==> src/hdl/smpc_pkg.sv <==
// Purpose: shared constants and types of the sleep-mode power controller
// Assumes: 10 MHz system clock
// Notes: all mode codes, fixed timing counts and carrier structs live here; the start-up count is a parameter of smpc_top
`default_nettype none
package smpc_pkg;
    // sleep mode codes on sleep_mode_select
    localparam logic [2:0] MODE_IDLE = 3'h0;
    localparam logic [2:0] MODE_NOISE_RED = 3'h1;
    localparam logic [2:0] MODE_POWER_DOWN = 3'h2;
    localparam logic [2:0] MODE_POWER_SAVE = 3'h3;
    localparam logic [2:0] MODE_UNUSED_A = 3'h4;
    localparam logic [2:0] MODE_UNUSED_B = 3'h5;
    localparam logic [2:0] MODE_STANDBY = 3'h6;
    localparam logic [2:0] MODE_EXT_STANDBY = 3'h7;

    // timing
    localparam int CLK_KHZ = 10000;
    localparam int BOD_WAKE_US = 60;
    localparam int BOD_WAKE_CYC = (BOD_WAKE_US * CLK_KHZ + 999) / 1000;
    localparam int HALT_CYC = 4;
    localparam int STBY_WAKE_CYC = 6;
    localparam int STBY_START_CYC = STBY_WAKE_CYC - HALT_CYC;
    localparam int BROWNOUT_SLEEP_OFF_WIN_CYC = 4;
    localparam int DLY_W = 12;
    localparam logic [DLY_W-1:0] DLY_ZERO = 12'h000;
    localparam logic [DLY_W-1:0] DLY_ONE = 12'h001;
    localparam logic [DLY_W-1:0] DLY_HALT = DLY_W'(HALT_CYC);
    localparam logic [DLY_W-1:0] DLY_STBY = DLY_W'(STBY_START_CYC);
    localparam logic [DLY_W-1:0] DLY_BOD = DLY_W'(BOD_WAKE_CYC - HALT_CYC);
    localparam logic [2:0] BROWNOUT_SLEEP_OFF_WIN = 3'(BROWNOUT_SLEEP_OFF_WIN_CYC);
    localparam logic BROWNOUT_SLEEP_OFF_RESET = 1'b0;

    // interrupt requests that may wake the core
    typedef struct packed {
        logic [1:0] ext_level;
        logic [1:0] ext_edge;
        logic pin_change;
        logic twi_match;
        logic timer2;
        logic spm_ee_ready;
        logic adc_done;
        logic wdt;
        logic other_io;
    } smpc_wake_t;

    // clock domain and oscillator enables
    typedef struct packed {
        logic core_clock;
        logic program_memory_clock;
        logic peripheral_clock;
        logic converter_clock;
        logic async_clock;
        logic main_osc;
        logic timer_osc;
    } smpc_clk_en_t;

    localparam smpc_clk_en_t CLK_ALL_ON = 7'h7f;
endpackage : smpc_pkg
`default_nettype wire

==> src/hdl/smpc_delay_timer.sv <==
// Purpose: down-counter that times the wake-up start-up and halt phases
// Assumes: a load of zero is never issued; caller skips zero-length phases
// Notes: done_o is high during the last counted cycle, so a load of N spans N cycles
`default_nettype none
module smpc_delay_timer
    import smpc_pkg::*;
#(
    parameter int W = DLY_W
) (
    input wire logic clk_sys_i,
    input wire logic rst_i,
    input wire logic ce_i,
    input wire logic load_i,
    input wire logic [W-1:0] count_i,
    output logic busy_o,
    output logic done_o
);
    logic [W-1:0] cnt_r;

    initial begin
        if (W < 4 || W > 16) begin
            $error("smpc_delay_timer: W out of range");
        end
    end

    always_ff @(posedge clk_sys_i) begin
        if (rst_i) begin
            cnt_r <= '0;
        end else if (ce_i) begin
            if (load_i) begin
                cnt_r <= count_i;
            end else if (cnt_r != '0) begin
                cnt_r <= cnt_r - W'(1);
            end
        end
    end

    // decoded from the count, not registered: a registered strobe adds a cycle per phase
    assign busy_o = (cnt_r != '0);
    assign done_o = (cnt_r == W'(1));
endmodule : smpc_delay_timer
`default_nettype wire

==> src/hdl/smpc_top.sv <==
// Purpose: sleep entry, clock gating, wake-up sequencing, supply monitor control
// Assumes: sleep instruction, interrupts and reset requests come from same-clock logic
// Notes: the controller itself stays clocked in every mode; clocks it stops are enables
`default_nettype none
module smpc_top
    import smpc_pkg::*;
#(
    parameter int STARTUP_CYCLES = 16
) (
    input wire logic clk_sys_i,
    input wire logic rst_i,
    input wire logic ce_i,
    input wire logic sleep_arm_bit_i,
    input wire logic [2:0] sleep_mode_select_i,
    input wire logic sleep_instr_i,
    input wire logic adc_enabled_i,
    input wire logic timer2_async_i,
    input wire logic monitor_fuse_en_i,
    input wire logic brownout_sleep_off_unlock_i,
    input wire logic brownout_sleep_off_wr_i,
    input wire logic brownout_sleep_off_wdata_i,
    input wire smpc_wake_t wake_req_i,
    input wire logic reset_req_i,
    output smpc_clk_en_t clk_en_o,
    output logic brownout_sleep_off_o,
    output logic supply_drop_monitor_en_o,
    output logic adc_start_o,
    output logic cpu_halt_o,
    output logic sleeping_o,
    output logic irq_service_o,
    output logic reset_vector_o,
    output logic sleep_nop_o
);
    typedef enum logic [2:0] {
        ST_ACTIVE,
        ST_SLEEP,
        ST_START,
        ST_HALT
    } smpc_state_t;

    localparam logic [DLY_W-1:0] DLY_STARTUP = DLY_W'(STARTUP_CYCLES);

    initial begin
        if (STARTUP_CYCLES < 1 || STARTUP_CYCLES > 4095) begin
            $error("smpc_top: STARTUP_CYCLES must lie in 1..4095");
        end
    end

    smpc_state_t state_r;
    smpc_state_t state_nxt;
    logic [2:0] mode_r;
    logic bod_off_r;
    logic brownout_sleep_off_r;
    logic [2:0] brownout_sleep_off_win_r;
    smpc_clk_en_t clk_en_r;
    smpc_clk_en_t clk_en_nxt;
    logic adc_start_r;
    logic irq_service_r;
    logic reset_vector_r;
    logic sleep_nop_r;
    logic monitor_en_r;

    logic mode_valid;
    logic mode_deep_sel;
    logic enter_sleep;
    logic irq_wake;
    logic tmr_load;
    logic [DLY_W-1:0] tmr_count;
    logic tmr_done;
    logic [DLY_W-1:0] start_count;
    logic [2:0] mode_nxt;

    smpc_wake_filter u_wake_filter (
        .mode_i(mode_r),
        .timer2_async_i(timer2_async_i),
        .req_i(wake_req_i),
        .wake_o(irq_wake)
    );

    smpc_delay_timer #(
        .W(DLY_W)
    ) u_delay_timer (
        .clk_sys_i(clk_sys_i),
        .rst_i(rst_i),
        .ce_i(ce_i),
        .load_i(tmr_load),
        .count_i(tmr_count),
        .busy_o(),
        .done_o(tmr_done)
    );

    // unassigned codes never sleep
    assign mode_valid = (sleep_mode_select_i != MODE_UNUSED_A)
        && (sleep_mode_select_i != MODE_UNUSED_B);
    // modes in which software may silence the monitor
    assign mode_deep_sel = (sleep_mode_select_i == MODE_POWER_DOWN)
        || (sleep_mode_select_i == MODE_POWER_SAVE)
        || (sleep_mode_select_i == MODE_STANDBY)
        || (sleep_mode_select_i == MODE_EXT_STANDBY);
    assign enter_sleep = (state_r == ST_ACTIVE) && sleep_instr_i
        && sleep_arm_bit_i && mode_valid && !reset_req_i;

    // start-up length depends on which oscillator stopped
    always_comb begin
        start_count = DLY_ZERO;
        case (mode_r)
            MODE_STANDBY, MODE_EXT_STANDBY: begin
                start_count = DLY_STBY;
            end
            MODE_POWER_DOWN, MODE_POWER_SAVE: begin
                start_count = DLY_STARTUP;
            end
            default: begin
                start_count = DLY_ZERO;
            end
        endcase
        // monitor needs time to settle before code may run
        if (bod_off_r && start_count < DLY_BOD) begin
            start_count = DLY_BOD;
        end
    end

    always_comb begin
        state_nxt = state_r;
        tmr_load = 1'b0;
        tmr_count = DLY_HALT;
        case (state_r)
            ST_ACTIVE: begin
                if (enter_sleep) begin
                    state_nxt = ST_SLEEP;
                end
            end
            ST_SLEEP: begin
                if (irq_wake) begin
                    tmr_load = 1'b1;
                    if (start_count == DLY_ZERO) begin
                        state_nxt = ST_HALT;
                        tmr_count = DLY_HALT;
                    end else begin
                        state_nxt = ST_START;
                        tmr_count = start_count;
                    end
                end
            end
            ST_START: begin
                if (tmr_done) begin
                    state_nxt = ST_HALT;
                    tmr_load = 1'b1;
                    tmr_count = DLY_HALT;
                end
            end
            ST_HALT: begin
                if (tmr_done) begin
                    state_nxt = ST_ACTIVE;
                end
            end
            default: begin
                state_nxt = ST_ACTIVE;
            end
        endcase
        // a reset overrides every phase of sleep and wake
        if (reset_req_i) begin
            state_nxt = ST_ACTIVE;
            tmr_load = 1'b0;
        end
    end

    always_ff @(posedge clk_sys_i) begin
        if (rst_i) begin
            state_r <= ST_ACTIVE;
        end else if (ce_i) begin
            state_r <= state_nxt;
        end
    end
    always_ff @(posedge clk_sys_i) begin
        if (rst_i) begin
            mode_r <= MODE_IDLE;
        end else if (ce_i && enter_sleep) begin
            mode_r <= sleep_mode_select_i;
        end
    end
    // timed unlock: a write counts only inside the window after the unlock strobe
    always_ff @(posedge clk_sys_i) begin
        if (rst_i) begin
            brownout_sleep_off_win_r <= 3'h0;
        end else if (ce_i) begin
            if (brownout_sleep_off_unlock_i && brownout_sleep_off_win_r == 3'h0) begin
                brownout_sleep_off_win_r <= BROWNOUT_SLEEP_OFF_WIN;
            end else if (brownout_sleep_off_wr_i) begin
                brownout_sleep_off_win_r <= 3'h0;
            end else if (brownout_sleep_off_win_r != 3'h0) begin
                brownout_sleep_off_win_r <= brownout_sleep_off_win_r - 3'h1;
            end
        end
    end
    always_ff @(posedge clk_sys_i) begin
        if (rst_i) begin
            brownout_sleep_off_r <= BROWNOUT_SLEEP_OFF_RESET;
        end else if (ce_i && brownout_sleep_off_wr_i && brownout_sleep_off_win_r != 3'h0) begin
            brownout_sleep_off_r <= brownout_sleep_off_wdata_i;
        end
    end
    // monitor off only for deep modes, restored at the first wake or reset edge
    always_ff @(posedge clk_sys_i) begin
        if (rst_i) begin
            bod_off_r <= 1'b0;
        end else if (ce_i) begin
            if (enter_sleep) begin
                bod_off_r <= brownout_sleep_off_r && mode_deep_sel;
            end else if (state_r == ST_ACTIVE) begin
                bod_off_r <= 1'b0;
            end
        end
    end
    always_ff @(posedge clk_sys_i) begin
        if (rst_i) begin
            monitor_en_r <= 1'b0;
        end else if (ce_i) begin
            if (enter_sleep) begin
                monitor_en_r <= monitor_fuse_en_i && !(brownout_sleep_off_r && mode_deep_sel);
            end else if (state_r != ST_SLEEP || irq_wake || reset_req_i) begin
                monitor_en_r <= monitor_fuse_en_i;
            end
        end
    end
    // mode that the sleep state will use in the next cycle
    assign mode_nxt = enter_sleep ? sleep_mode_select_i : mode_r;

    // clock enables follow the phase; registered so gating is glitch free
    always_comb begin
        clk_en_nxt = CLK_ALL_ON;
        clk_en_nxt.timer_osc = timer2_async_i;
        if (state_nxt == ST_SLEEP) begin
            clk_en_nxt.core_clock = 1'b0;
            clk_en_nxt.program_memory_clock = 1'b0;
            clk_en_nxt.peripheral_clock = (mode_nxt == MODE_IDLE);
            clk_en_nxt.converter_clock = (mode_nxt == MODE_IDLE)
                || (mode_nxt == MODE_NOISE_RED);
            case (mode_nxt)
                MODE_IDLE: begin
                    clk_en_nxt.async_clock = 1'b1;
                    clk_en_nxt.main_osc = 1'b1;
                end
                MODE_NOISE_RED, MODE_POWER_SAVE: begin
                    clk_en_nxt.async_clock = timer2_async_i;
                    clk_en_nxt.main_osc = (mode_nxt == MODE_NOISE_RED);
                end
                MODE_EXT_STANDBY: begin
                    clk_en_nxt.async_clock = timer2_async_i;
                    clk_en_nxt.main_osc = 1'b1;
                end
                MODE_STANDBY: begin
                    clk_en_nxt.async_clock = 1'b0;
                    clk_en_nxt.main_osc = 1'b1;
                    clk_en_nxt.timer_osc = 1'b0;
                end
                default: begin
                    clk_en_nxt.async_clock = 1'b0;
                    clk_en_nxt.main_osc = 1'b0;
                    clk_en_nxt.timer_osc = 1'b0;
                end
            endcase
        end else if (state_nxt == ST_START || state_nxt == ST_HALT) begin
            // the core stays halted; only the core clock waits for resume
            clk_en_nxt.core_clock = 1'b0;
        end
    end

    always_ff @(posedge clk_sys_i) begin
        if (rst_i) begin
            clk_en_r <= CLK_ALL_ON;
        end else if (ce_i) begin
            clk_en_r <= clk_en_nxt;
        end
    end
    always_ff @(posedge clk_sys_i) begin
        if (rst_i) begin
            adc_start_r <= 1'b0;
        end else if (ce_i) begin
            adc_start_r <= enter_sleep && adc_enabled_i
                && (sleep_mode_select_i == MODE_NOISE_RED);
        end
    end
    // an interrupt wake resumes after the sleep instruction; no state is cleared
    always_ff @(posedge clk_sys_i) begin
        if (rst_i) begin
            irq_service_r <= 1'b0;
        end else if (ce_i) begin
            irq_service_r <= (state_r == ST_HALT) && tmr_done && !reset_req_i;
        end
    end
    always_ff @(posedge clk_sys_i) begin
        if (rst_i) begin
            reset_vector_r <= 1'b0;
        end else if (ce_i) begin
            reset_vector_r <= reset_req_i && (state_r != ST_ACTIVE);
        end
    end
    // sleep attempted without arm or with an unassigned code
    always_ff @(posedge clk_sys_i) begin
        if (rst_i) begin
            sleep_nop_r <= 1'b0;
        end else if (ce_i) begin
            sleep_nop_r <= (state_r == ST_ACTIVE) && sleep_instr_i
                && !(sleep_arm_bit_i && mode_valid);
        end
    end

    assign clk_en_o = clk_en_r;
    assign brownout_sleep_off_o = brownout_sleep_off_r;
    assign supply_drop_monitor_en_o = monitor_en_r;
    assign adc_start_o = adc_start_r;
    assign cpu_halt_o = (state_r != ST_ACTIVE);
    assign sleeping_o = (state_r == ST_SLEEP);
    assign irq_service_o = irq_service_r;
    assign reset_vector_o = reset_vector_r;
    assign sleep_nop_o = sleep_nop_r;
endmodule : smpc_top
`default_nettype wire

==> src/hdl/smpc_wake_filter.sv <==
// Purpose: selects which interrupt requests may wake the core in each mode
// Assumes: requests are levels from logic on the system clock
// Notes: purely combinational
`default_nettype none
module smpc_wake_filter
    import smpc_pkg::*;
(
    input wire logic [2:0] mode_i,
    input wire logic timer2_async_i,
    input wire smpc_wake_t req_i,
    output logic wake_o
);
    logic common;

    // level interrupts, pin change, address match and watchdog wake every mode
    assign common = |req_i.ext_level | req_i.pin_change | req_i.twi_match | req_i.wdt;

    always_comb begin
        wake_o = 1'b0;
        case (mode_i)
            MODE_IDLE: begin
                wake_o = |req_i;
            end
            MODE_NOISE_RED: begin
                wake_o = common | req_i.adc_done | req_i.spm_ee_ready
                    | (req_i.timer2 & timer2_async_i);
            end
            MODE_POWER_DOWN, MODE_STANDBY: begin
                wake_o = common;
            end
            MODE_POWER_SAVE, MODE_EXT_STANDBY: begin
                wake_o = common | req_i.timer2;
            end
            default: begin
                wake_o = 1'b0;
            end
        endcase
    end
endmodule : smpc_wake_filter
`default_nettype wire

==> config.mk <==
export PLATFORM = sky130hd
export DESIGN_NAME = smpc_top
export DESIGN_NICKNAME = d
export VERILOG_FILES = /design/src/hdl/smpc_pkg.sv /design/src/hdl/smpc_delay_timer.sv /design/src/hdl/smpc_top.sv /design/src/hdl/smpc_wake_filter.sv
export SDC_FILE = /design/constraint.sdc
export NUM_CORES = 1
export LEC_CHECK = 0
export BUFFER_PORTS_ARGS = -buffer_cell sky130_fd_sc_hd__buf_4
export CORE_MARGIN = 2
export CORE_UTILIZATION = 38
export CTS_CLUSTER_SIZE = 40
export DETAILED_ROUTE_END_ITERATION = 6
export PLACE_DENSITY = 0.71
export SLEW_MARGIN = 20
export SYNTH_ARGS = -nofsm -noshare
export SYNTH_HDL_FRONTEND = slang
export SYNTH_SLANG_ARGS = --single-unit
export TNS_END_PERCENT = 20
==> constraint.sdc <==
create_clock -name clk_sys_i -period 2.95 [get_ports clk_sys_i]
set_input_delay 0.59 -clock clk_sys_i [delete_from_list [all_inputs] [get_ports clk_sys_i]]
set_output_delay 0.59 -clock clk_sys_i [all_outputs]
set_load 0.05 [all_outputs]
==> run_results.csv, run 1 <==
group,metric,value,unit
setup_path,path_cells,"a21boi_0 > a211oi_1 > o21a_4 > or2_1 > or4_1 > a31oi_1",
cells_and_area,final_layout_size_suffix_gt1_share,19.7,%
sta,slew_headroom,53.9,%
drt,wl_per_cell,14.0,um
setup_path,path_class,"flop to flop",
clock_tree,cts.clk_slew.worst_paths,70,ps
drt,num_vias,2066,
sta,fmax,448,MHz
sta,finalClockSkew,3.82,ps
placed_design,place_area,2360,um2
logic_synthesis,synth_cell_type_count,54,
logic_synthesis,yosys_register_bits,35,
clock_tree,clk_path_buf_depth,2,
drt,routed.top_layer,"met4",
drt,remaining_drc_errors,0,
drt,wl_met2,2290,um
placed_design,place.gp.congestion,0.859,
setup_path,cpLargestDelayFamily,"simple AND/OR/NAND/NOR gates",
floorplanning,boundaryPins,41,
placed_design,hpwl,3710,um
placed_design,numPortBuffers,40,
drt,dr.pass1.iters,4,
sta,fin_crit_sh,75.6,%
logic_synthesis,ys_seq_area_share,34.9,%
clock_tree,clkLatencyLatePin,280,ps
power_and_ir_drop,switching_share,37.6,%
logic_synthesis,synth_nets,289,
flow_run,drv_cap,0,
logic_synthesis,ys_warn_count,0,
logic_synthesis,synth_area,2010,um2
drt,drt_iter0_drc,127,
floorplanning,die_h,76.7,um
cells_and_area,final_common_cell,"buf_4",
power_and_ir_drop,combinationalPowerShare,37.9,%
cells_and_area,n_antenna_cell,0,
power_and_ir_drop,p_leak,0.965,nW
global_routing,grt_max_degree,33,
global_routing,grt.total_usage,18.3,%
logic_synthesis,synth_top_flop_cell,"dfxtp_1",
cells_and_area,multi_input_area,1200,um2
cells_and_area,final_cell_mix,"45 x buf_4, 35 x dfxtp_1, 27 x nor2_1",
floorplanning,die_area,5880,um2
power_and_ir_drop,powerDensity,607,nW/um2
clock_tree,clockRootBuffer,"clkbuf_8",
cells_and_area,fin_nets,328,
drt,wl_met1,2490,um
cells_and_area,register_area,701,um2
logic_synthesis,syn_avg_cell_area,7.74,um2
sta,finalSetupViolCount,0,
setup_path,slowest_stage,"dfxtp_1",
clock_tree,cts-resized-gates,0,
global_routing,antenna_found_initial,0,
clock_tree,cts_max_level,2,
clock_tree,cts_tree,"built",
setup_path,crit_path_max_fanout,11,
drt,vias_per_cell,5.60,
sta,rsz0062_at_grt,"no",
floorplanning,die_x,76.7,um
cells_and_area,fillers,529,
global_routing,grt_pass1_wl,8910,um
sta,hold_viol_final,0,
drt,postRouteAntennaNets,0,
floorplanning,num_rows,26,
floorplanning,coreArea,5110,um2
logic_synthesis,async_flop_share,0,%
run_status,status,"finished clean",
setup_path,path_buf_inv,0,
clock_tree,post-cts-setup-buffers,0,
drt,finalWirelength,5160,um
global_routing,grt_overflow_total,0,
power_and_ir_drop,p_clk_share,22.7,%
hold_path,min_path_type,"flop to flop",
global_routing,grt_pass1_vias,1916,
clock_tree,postCtsHoldBufs,0,
setup_path,start_kind,"flop",
logic_synthesis,synth-edff-count,0,
power_and_ir_drop,p_switching,0.558,mW
power_and_ir_drop,power.share.sequential,39.4,%
sta,fin_crit,2230,ps
power_and_ir_drop,p_int,0.927,mW
setup_path,crit_required,3170,ps
clock_tree,cts.sinks,35,
floorplanning,start_util,39.3,%
power_and_ir_drop,vdd_ir_drop_max,350,uV
sta,finalSetupTns,0,ps
setup_path,end_kind,"flop",
clock_tree,numCtsBuffers,5,
logic_synthesis,synthCells,259,
sta,tightest_slew,682,ps
power_and_ir_drop,finalPower,1.49,mW
cells_and_area,areaGrowthSynthToFinish,22.1,%
sta,slew_violations,0,
setup_path,max_stage_delay,550,ps
cells_and_area,final_util,47.9,%
drt,dr_wl_met3,341,um
cells_and_area,stdcell_area,2450,um2
setup_path,cp.arrival,2450,ps
## worst register-to-register path, stage by stage (launching register included)
cell and delay (ps):
dfxtp_1 550, a21boi_0 230, a211oi_1 110, o21a_4 280, or2_1 330, or4_1 500
a31oi_1 170
## power by group through the flow
stage / Combinational, mW / Sequential [mW] / Clock, mW
3_5_place_dp: 0.552 / 0.593 / 0
4_1_cts: 0.557 / 0.583 / 0.347
2_1_floorplan: 0.402 / 0.594 / 0
3_3_place_gp: 0.553 / 0.593 / 0
5_1_grt: 0.625 / 0.594 / 0.371
6_report: 0.564 / 0.585 / 0.338
## per-stage QoR
stage	setup WS, ps	std cells	hold slack (ps)
3_5_place_dp	477	361	450
6_report	719	369	463
3_3_place_gp	531	361	442
2_1_floorplan	697	259	457
5_1_grt	536	369	484
4_1_cts	732	369	460
## Yosys cell counts, types with 2 or more instances
cell	count	share of area [%]
a211oi_1	3	1.1
a21oi_1	20	5.0
a221oi_1	2	0.87
a31oi_1	4	1.2
a32o_1	3	1.5
and3_1	2	0.62
and4b_1	2	1.0
buf_2	2	0.50
buf_6	2	1.1
clkbuf_1	9	1.7
dfxtp_1	35	35
ha_1	4	2.5
inv_1	9	1.7
mux2i_1	4	2.0
nand2_1	24	4.5
nand2b_1	3	0.94
nand3_1	17	4.2
nand4_1	3	0.94
nand4b_1	3	1.3
nor2_1	27	5.1
nor2b_1	5	1.6
nor3_1	19	4.7
nor4_1	2	0.62
nor4_2	2	1.2
o21ai_0	13	3.2
o21ai_1	5	1.2
o31ai_1	3	1.1
o41ai_1	2	0.87
or3_1	4	1.2
xor2_1	2	0.87
## layout make-up
class / count / share of cell area (%)
clock buffers: 5 / 2.81
repair buffers: 45 / 13.8
inverters: 9 / 1.38
flip-flops and latches: 35 / 28.6
well taps: 70 / 3.58
multi-input cells: 202 / 49.2
clock inverters: 3 / 0.613
## worst paths after layout
path / startpoint / end / slack, ps / cells past startpoint
worst max-delay path: mode_r[1] / u_delay_timer.cnt_r[3] / 720 / 6
worst min register to register: sleep_nop_o / sleep_nop_o / 460 / 2
worst min-delay path: sleep_nop_o / sleep_nop_o / 460 / 2
worst max register to register: mode_r[1] / u_delay_timer.cnt_r[3] / 720 / 6
## layer usage
layer / vias up / track usage (%)
met3: 5 / 3.76
met4: 0 / 5.82
met2: 63 / 27.9
li1: 1030 / -
met1: 968 / 26.0
met5: - / 0
## kinds of logic (layout without fill, tap and decap cells)
kind of cell	count (synthesis)	in the layout	synth area share, %
flops	35	35	34.9
fa+ha+maj	4	4	2.50
mux	4	4	2.00
buf+inv	22	62	4.99
simple gates	124	124	32.6
xor+xnor	3	3	1.31
compound gates	67	67	21.6
## registers in the layout, indices dropped and copies added, names as in the netlist
signal,cells
adc_start_o,1
bod_off_r,1
brownout_sleep_off_o,1
brownout_sleep_off_win_r,3
clk_en_o,7
irq_service_o,1
mode_r,3
reset_vector_o,1
sleep_nop_o,1
state_r,3
supply_drop_monitor_en_o,1
u_delay_timer.cnt_r,12
Power figures use the tool's default switching activity.
==> inputs of run 2 (changes only) <==
==> constraint.sdc (replaced) <==
create_clock -name clk_sys_i -period 2.3 [get_ports clk_sys_i]
set_input_delay 0.46 -clock clk_sys_i [delete_from_list [all_inputs] [get_ports clk_sys_i]]
set_output_delay 0.46 -clock clk_sys_i [all_outputs]
set_load 0.05 [all_outputs]
==> run_results.csv, run 2 (same netlist as run 1, synthesis figures left out) <==
group,metric,value,unit
run_status,status,"finished clean",
sta,fin_crit,2090,ps
floorplanning,die_area,5880,um2
drt,wl_per_cell,14.3,um
power_and_ir_drop,powerDensity,788,nW/um2
setup_path,cp.arrival,2280,ps
drt,vias_per_cell,5.69,
placed_design,hpwl,3980,um
sta,finalClockSkew,10.2,ps
floorplanning,die_h,76.7,um
cells_and_area,final_layout_size_suffix_gt1_share,22.1,%
power_and_ir_drop,finalPower,2.00,mW
drt,finalWirelength,5390,um
floorplanning,boundaryPins,41,
sta,tightest_slew,744,ps
sta,hold_viol_final,0,
power_and_ir_drop,p_leak,1.01,nW
clock_tree,cts_tree,"built",
clock_tree,cts.sinks,35,
placed_design,numPortBuffers,40,
global_routing,grt_max_degree,32,
setup_path,path_class,"flop to flop",
floorplanning,die_x,76.7,um
setup_path,max_stage_delay,400,ps
global_routing,antenna_found_initial,0,
setup_path,path_buf_inv,1,
clock_tree,cts-resized-gates,0,
global_routing,grt_pass1_vias,1861,
setup_path,start_kind,"flop",
sta,fin_crit_sh,90.8,%
cells_and_area,final_cell_mix,"54 x buf_4, 35 x dfxtp_1, 26 x nor2_1",
setup_path,end_kind,"flop",
floorplanning,coreArea,5110,um2
sta,fmax,479,MHz
clock_tree,post-cts-setup-buffers,0,
clock_tree,clkLatencyLatePin,300,ps
global_routing,grt.total_usage,18.6,%
setup_path,crit_path_max_fanout,6,
sta,rsz0062_at_grt,"no",
cells_and_area,areaGrowthSynthToFinish,26.4,%
clock_tree,clk_path_buf_depth,2,
drt,dr.pass1.iters,5,
floorplanning,start_util,39.3,%
sta,finalSetupTns,0,ps
clock_tree,clockRootBuffer,"clkbuf_8",
placed_design,place.gp.congestion,0.922,
drt,postRouteAntennaNets,0,
clock_tree,postCtsHoldBufs,0,
clock_tree,cts.clk_slew.worst_paths,70,ps
drt,drt_iter0_drc,211,
floorplanning,num_rows,26,
cells_and_area,largest-register,"u_delay_timer.cnt_r",
setup_path,path_cells,"ha_1 > nor4bb_1 > nand4_1 > nor2_2 > or2_1 > buf_4 > o21ai_1 > a221oi_1",
sta,slew_violations,0,
cells_and_area,final_common_cell,"buf_4",
setup_path,slowest_stage,"dfxtp_1",
sta,finalSetupViolCount,0,
setup_path,crit_required,2500,ps
clock_tree,numCtsBuffers,5,
cells_and_area,largest_reg_flops,12,
setup_path,cpLargestDelayFamily,"simple AND/OR/NAND/NOR gates",
cells_and_area,n_antenna_cell,0,
flow_run,drv_cap,0,
drt,num_vias,2149,
clock_tree,cts_max_level,2,
drt,remaining_drc_errors,0,
global_routing,grt_overflow_total,0,
sta,slew_headroom,49.8,%
global_routing,grt_pass1_wl,8900,um
power_and_ir_drop,vdd_ir_drop_max,409,uV
cells_and_area,fin_nets,337,
hold_path,min_path_type,"input port to flop",
-- run 2: cell types whose count changed in the layout (fill, tap and decap cells not counted), sizes merged --
cell	previous run	this run
clkbuf	5	8
clkinv	3	0
buf	45	54
-- run 2: path summary, 6_finish.rpt --
path / from / slack [ps] / endpoint / cells past startpoint
setup / recovery: u_delay_timer.cnt_r[0] / 210 / u_delay_timer.cnt_r[1] / 8
hold / removal: brownout_sleep_off_wdata_i / 400 / brownout_sleep_off_o / 3
hold reg to reg: sleep_nop_o / 460 / sleep_nop_o / 2
setup reg to reg: u_delay_timer.cnt_r[0] / 210 / u_delay_timer.cnt_r[1] / 8
-- run 2: tightest hold or removal path, stage by stage --
cell	delay, ps
buf_4	80
mux2i_1	50
nor2_1	70
-- run 2: metrics by stage --
stage	cell area [um2]	worst slack, ps	instances	hold slack, ps	utilization [%]
2_1_floorplan	2010	177	259	457	-
3_3_place_gp	2430	117	370	445	47.6
3_5_place_dp	2430	70.2	370	456	47.6
4_1_cts	2530	191	378	390	49.6
5_1_grt	2530	21.7	378	437	49.6
6_report	2530	211	378	398	49.6
-- run 2: final cells by class --
class,instances,area (um2)
repair buffers,54,405
multi-input cells,202,1210
clock buffers,8,100
fillers,521,2570
well taps,70,87.6
flip-flops and latches,35,701
inverters,9,33.8
-- run 2: where the power goes --
group / leakage, nW / internal (mW) / total, mW / switching, mW
Sequential: 0.285 / 0.677 / 0.750 / 0.0735
Clock: 0.0515 / 0.273 / 0.498 / 0.225
Combinational: 0.677 / 0.326 / 0.751 / 0.425
Total: 1.01 / 1.28 / 2.00 / 0.723
-- run 2: routing by layer --
layer | track usage, % | share of wire (%) | wire length [um]
met1 | 26.6 | 48 | 2580
met3 | 5.29 | 7.8 | 421
met2 | 27.9 | 43 | 2310
met4 | 3.82 | 1.4 | 73
met5 | 0 | 0 | 0
==> inputs of run 3 (changes only) <==
--- a/config.mk
+++ b/config.mk
@@ -10,7 +10,8 @@
 export CORE_UTILIZATION = 38
 export CTS_CLUSTER_SIZE = 40
 export DETAILED_ROUTE_END_ITERATION = 6
-export PLACE_DENSITY = 0.71
+export PLACE_DENSITY_LB_ADDON = 0.2
+export RECOVER_POWER = 50
 export SLEW_MARGIN = 20
 export SYNTH_ARGS = -nofsm -noshare
 export SYNTH_HDL_FRONTEND = slang
==> run_results.csv, run 3 (same netlist as run 1, synthesis figures left out) <==
group,metric,value,unit
run_status,status,"finished clean",
cells_and_area,n_antenna_cell,0,
setup_path,r2r_slack,190,ps
hold_path,min_path_type,"input port to flop",
power_and_ir_drop,powerDensity,782,nW/um2
setup_path,slowest_stage,"or3b_1",
drt,remaining_drc_errors,0,
sta,fin_crit,2110,ps
cells_and_area,multi_input_area,1220,um2
floorplanning,num_rows,26,
floorplanning,die_h,76.7,um
placed_design,place.gp.congestion,0.830,
global_routing,globalRouteMet1Util,26.9,%
sta,slew_violations,0,
global_routing,grt_pass1_vias,1906,
placed_design,dp.cells,369,
clock_tree,clockRootBuffer,"clkbuf_8",
flow_run,drv_cap,0,
setup_path,path_class,"flop to flop",
global_routing,met3_usage,4.35,%
sta,finalWorstSetupSlack,189,ps
hold_path,whs_endpoint,"brownout_sleep_off_o",
global_routing,grt_max_degree,32,
placed_design,hpwl,3900,um
global_routing,antenna_found_initial,0,
placed_design,dpl_worst_slack,90.9,ps
global_routing,grt.total_usage,18.9,%
cells_and_area,largest-register,"u_delay_timer.cnt_r",
drt,drt_iter0_drc,203,
sta,rsz0062_at_grt,"no",
drt,vias_per_cell,5.48,
floorplanning,start_util,39.3,%
sta,fin_crit_sh,91.8,%
floorplanning,boundaryPins,41,
cells_and_area,register_area,701,um2
cells_and_area,largest_reg_flops,12,
sta,hold_viol_final,0,
setup_path,crit_required,2520,ps
placed_design,place_area,2420,um2
floorplanning,die_area,5880,um2
hold_path,min_path_cells,3,
clock_tree,cts_tree,"built",
setup_path,crit_path_max_fanout,9,
clock_tree,post-cts-setup-buffers,0,
sta,tightest_slew,681,ps
cells_and_area,final_layout_size_suffix_gt1_share,16.1,%
cells_and_area,stdcell_area,2450,um2
clock_tree,numCtsBuffers,5,
setup_path,r2r_cells,7,
drt,dr.pass1.iters,4,
cells_and_area,fin_cells,375,
clock_tree,cts.sinks,35,
global_routing,grt_util_met2,28.6,%
sta,finalClockSkew,7.61,ps
setup_path,path_cells,"or3b_1 > nor3_1 > o21a_4 > buf_4 > nor3_4 > or3_1 > a21oi_1",
drt,finalWirelength,5370,um
drt,wl_per_cell,14.3,um
floorplanning,coreArea,5110,um2
setup_path,end_kind,"flop",
power_and_ir_drop,p_leak,0.940,nW
cells_and_area,fin_nets,336,
cells_and_area,final_cell_mix,"37 x buf_4, 35 x dfxtp_1, 27 x nor2_1",
global_routing,grt_overflow_total,0,
drt,num_vias,2055,
clock_tree,clk_path_buf_depth,2,
clock_tree,cts.clk_slew.worst_paths,70,ps
power_and_ir_drop,vdd_ir_drop_max,437,uV
drt,postRouteAntennaNets,0,
sta,slew_headroom,54.0,%
power_and_ir_drop,finalPower,1.91,mW
global_routing,grt_pass1_wl,9090,um
setup_path,crit-reg2reg-capture,"u_delay_timer.cnt_r[7]",
global_routing,busiest_layer,"met2",
cells_and_area,final_common_cell,"buf_4",
sta,fmax,474,MHz
setup_path,reg2reg_from,"state_r[2]",
placed_design,numPortBuffers,40,
hold_path,hp-start,"brownout_sleep_off_wdata_i",
floorplanning,die_x,76.7,um
clock_tree,cts_max_level,2,
setup_path,max_stage_delay,490,ps
setup_path,cp.arrival,2330,ps
sta,finalSetupViolCount,0,
cells_and_area,areaGrowthSynthToFinish,22.1,%
sta,finalSetupTns,0,ps
cells_and_area,final_util,48.0,%
clock_tree,clkLatencyLatePin,290,ps
cells_and_area,fillers,538,
sta,hold_slack,404,ps
setup_path,start_kind,"flop",
==> run 3: layer usage <==
layer  vias to the layer above  routed length [um]
met4                         0                  45
met2                        55                2380
met5                         -                   0
li1                       1050                   -
met1                       945                2640
met3                         5                 302
==> run 3: critical path: cells and delay by family, from the launching register on <==
family | cells | cell delay [ps]
buf+inv | 1 | 160
flops | 1 | 370
simple gates | 4 | 1190
compound gates | 2 | 320
==> run 3: repair_timing <==
action	4_1_cts	5_1_grt
gates resized for setup	0	2
hold buffers	0	0
endpoints found under the setup margin	0	2
==> run 3: worst max path at each step <==
stage | startpoint | to | slack [ps] | cells after the start
2_1_floorplan | wake_req_i[6] | u_delay_timer.cnt_r[3] | 180 | 7
3_3_place_gp | wake_req_i[6] | u_delay_timer.cnt_r[3] | 130 | 7
3_5_place_dp | wake_req_i[6] | u_delay_timer.cnt_r[3] | 90 | 7
4_1_cts | state_r[0] | clk_en_o[2] | 210 | 8
5_1_grt | u_delay_timer.cnt_r[2] | u_delay_timer.cnt_r[10] | 60 | 7
6_report | state_r[2] | u_delay_timer.cnt_r[7] | 190 | 7
==> run 3: power by group <==
group | switching, mW | internal (mW)
sequential | 0.0715 | 0.677
clock | 0.209 | 0.202
combinational | 0.432 | 0.324
==> run 3: cell type report <==
type	count	share of cell area, %
multi-input cells	202	49.7
repair buffers	53	13.8
clock buffers	6	2.96
inverters	9	1.38
well taps	70	3.58
flip-flops and latches	35	28.6
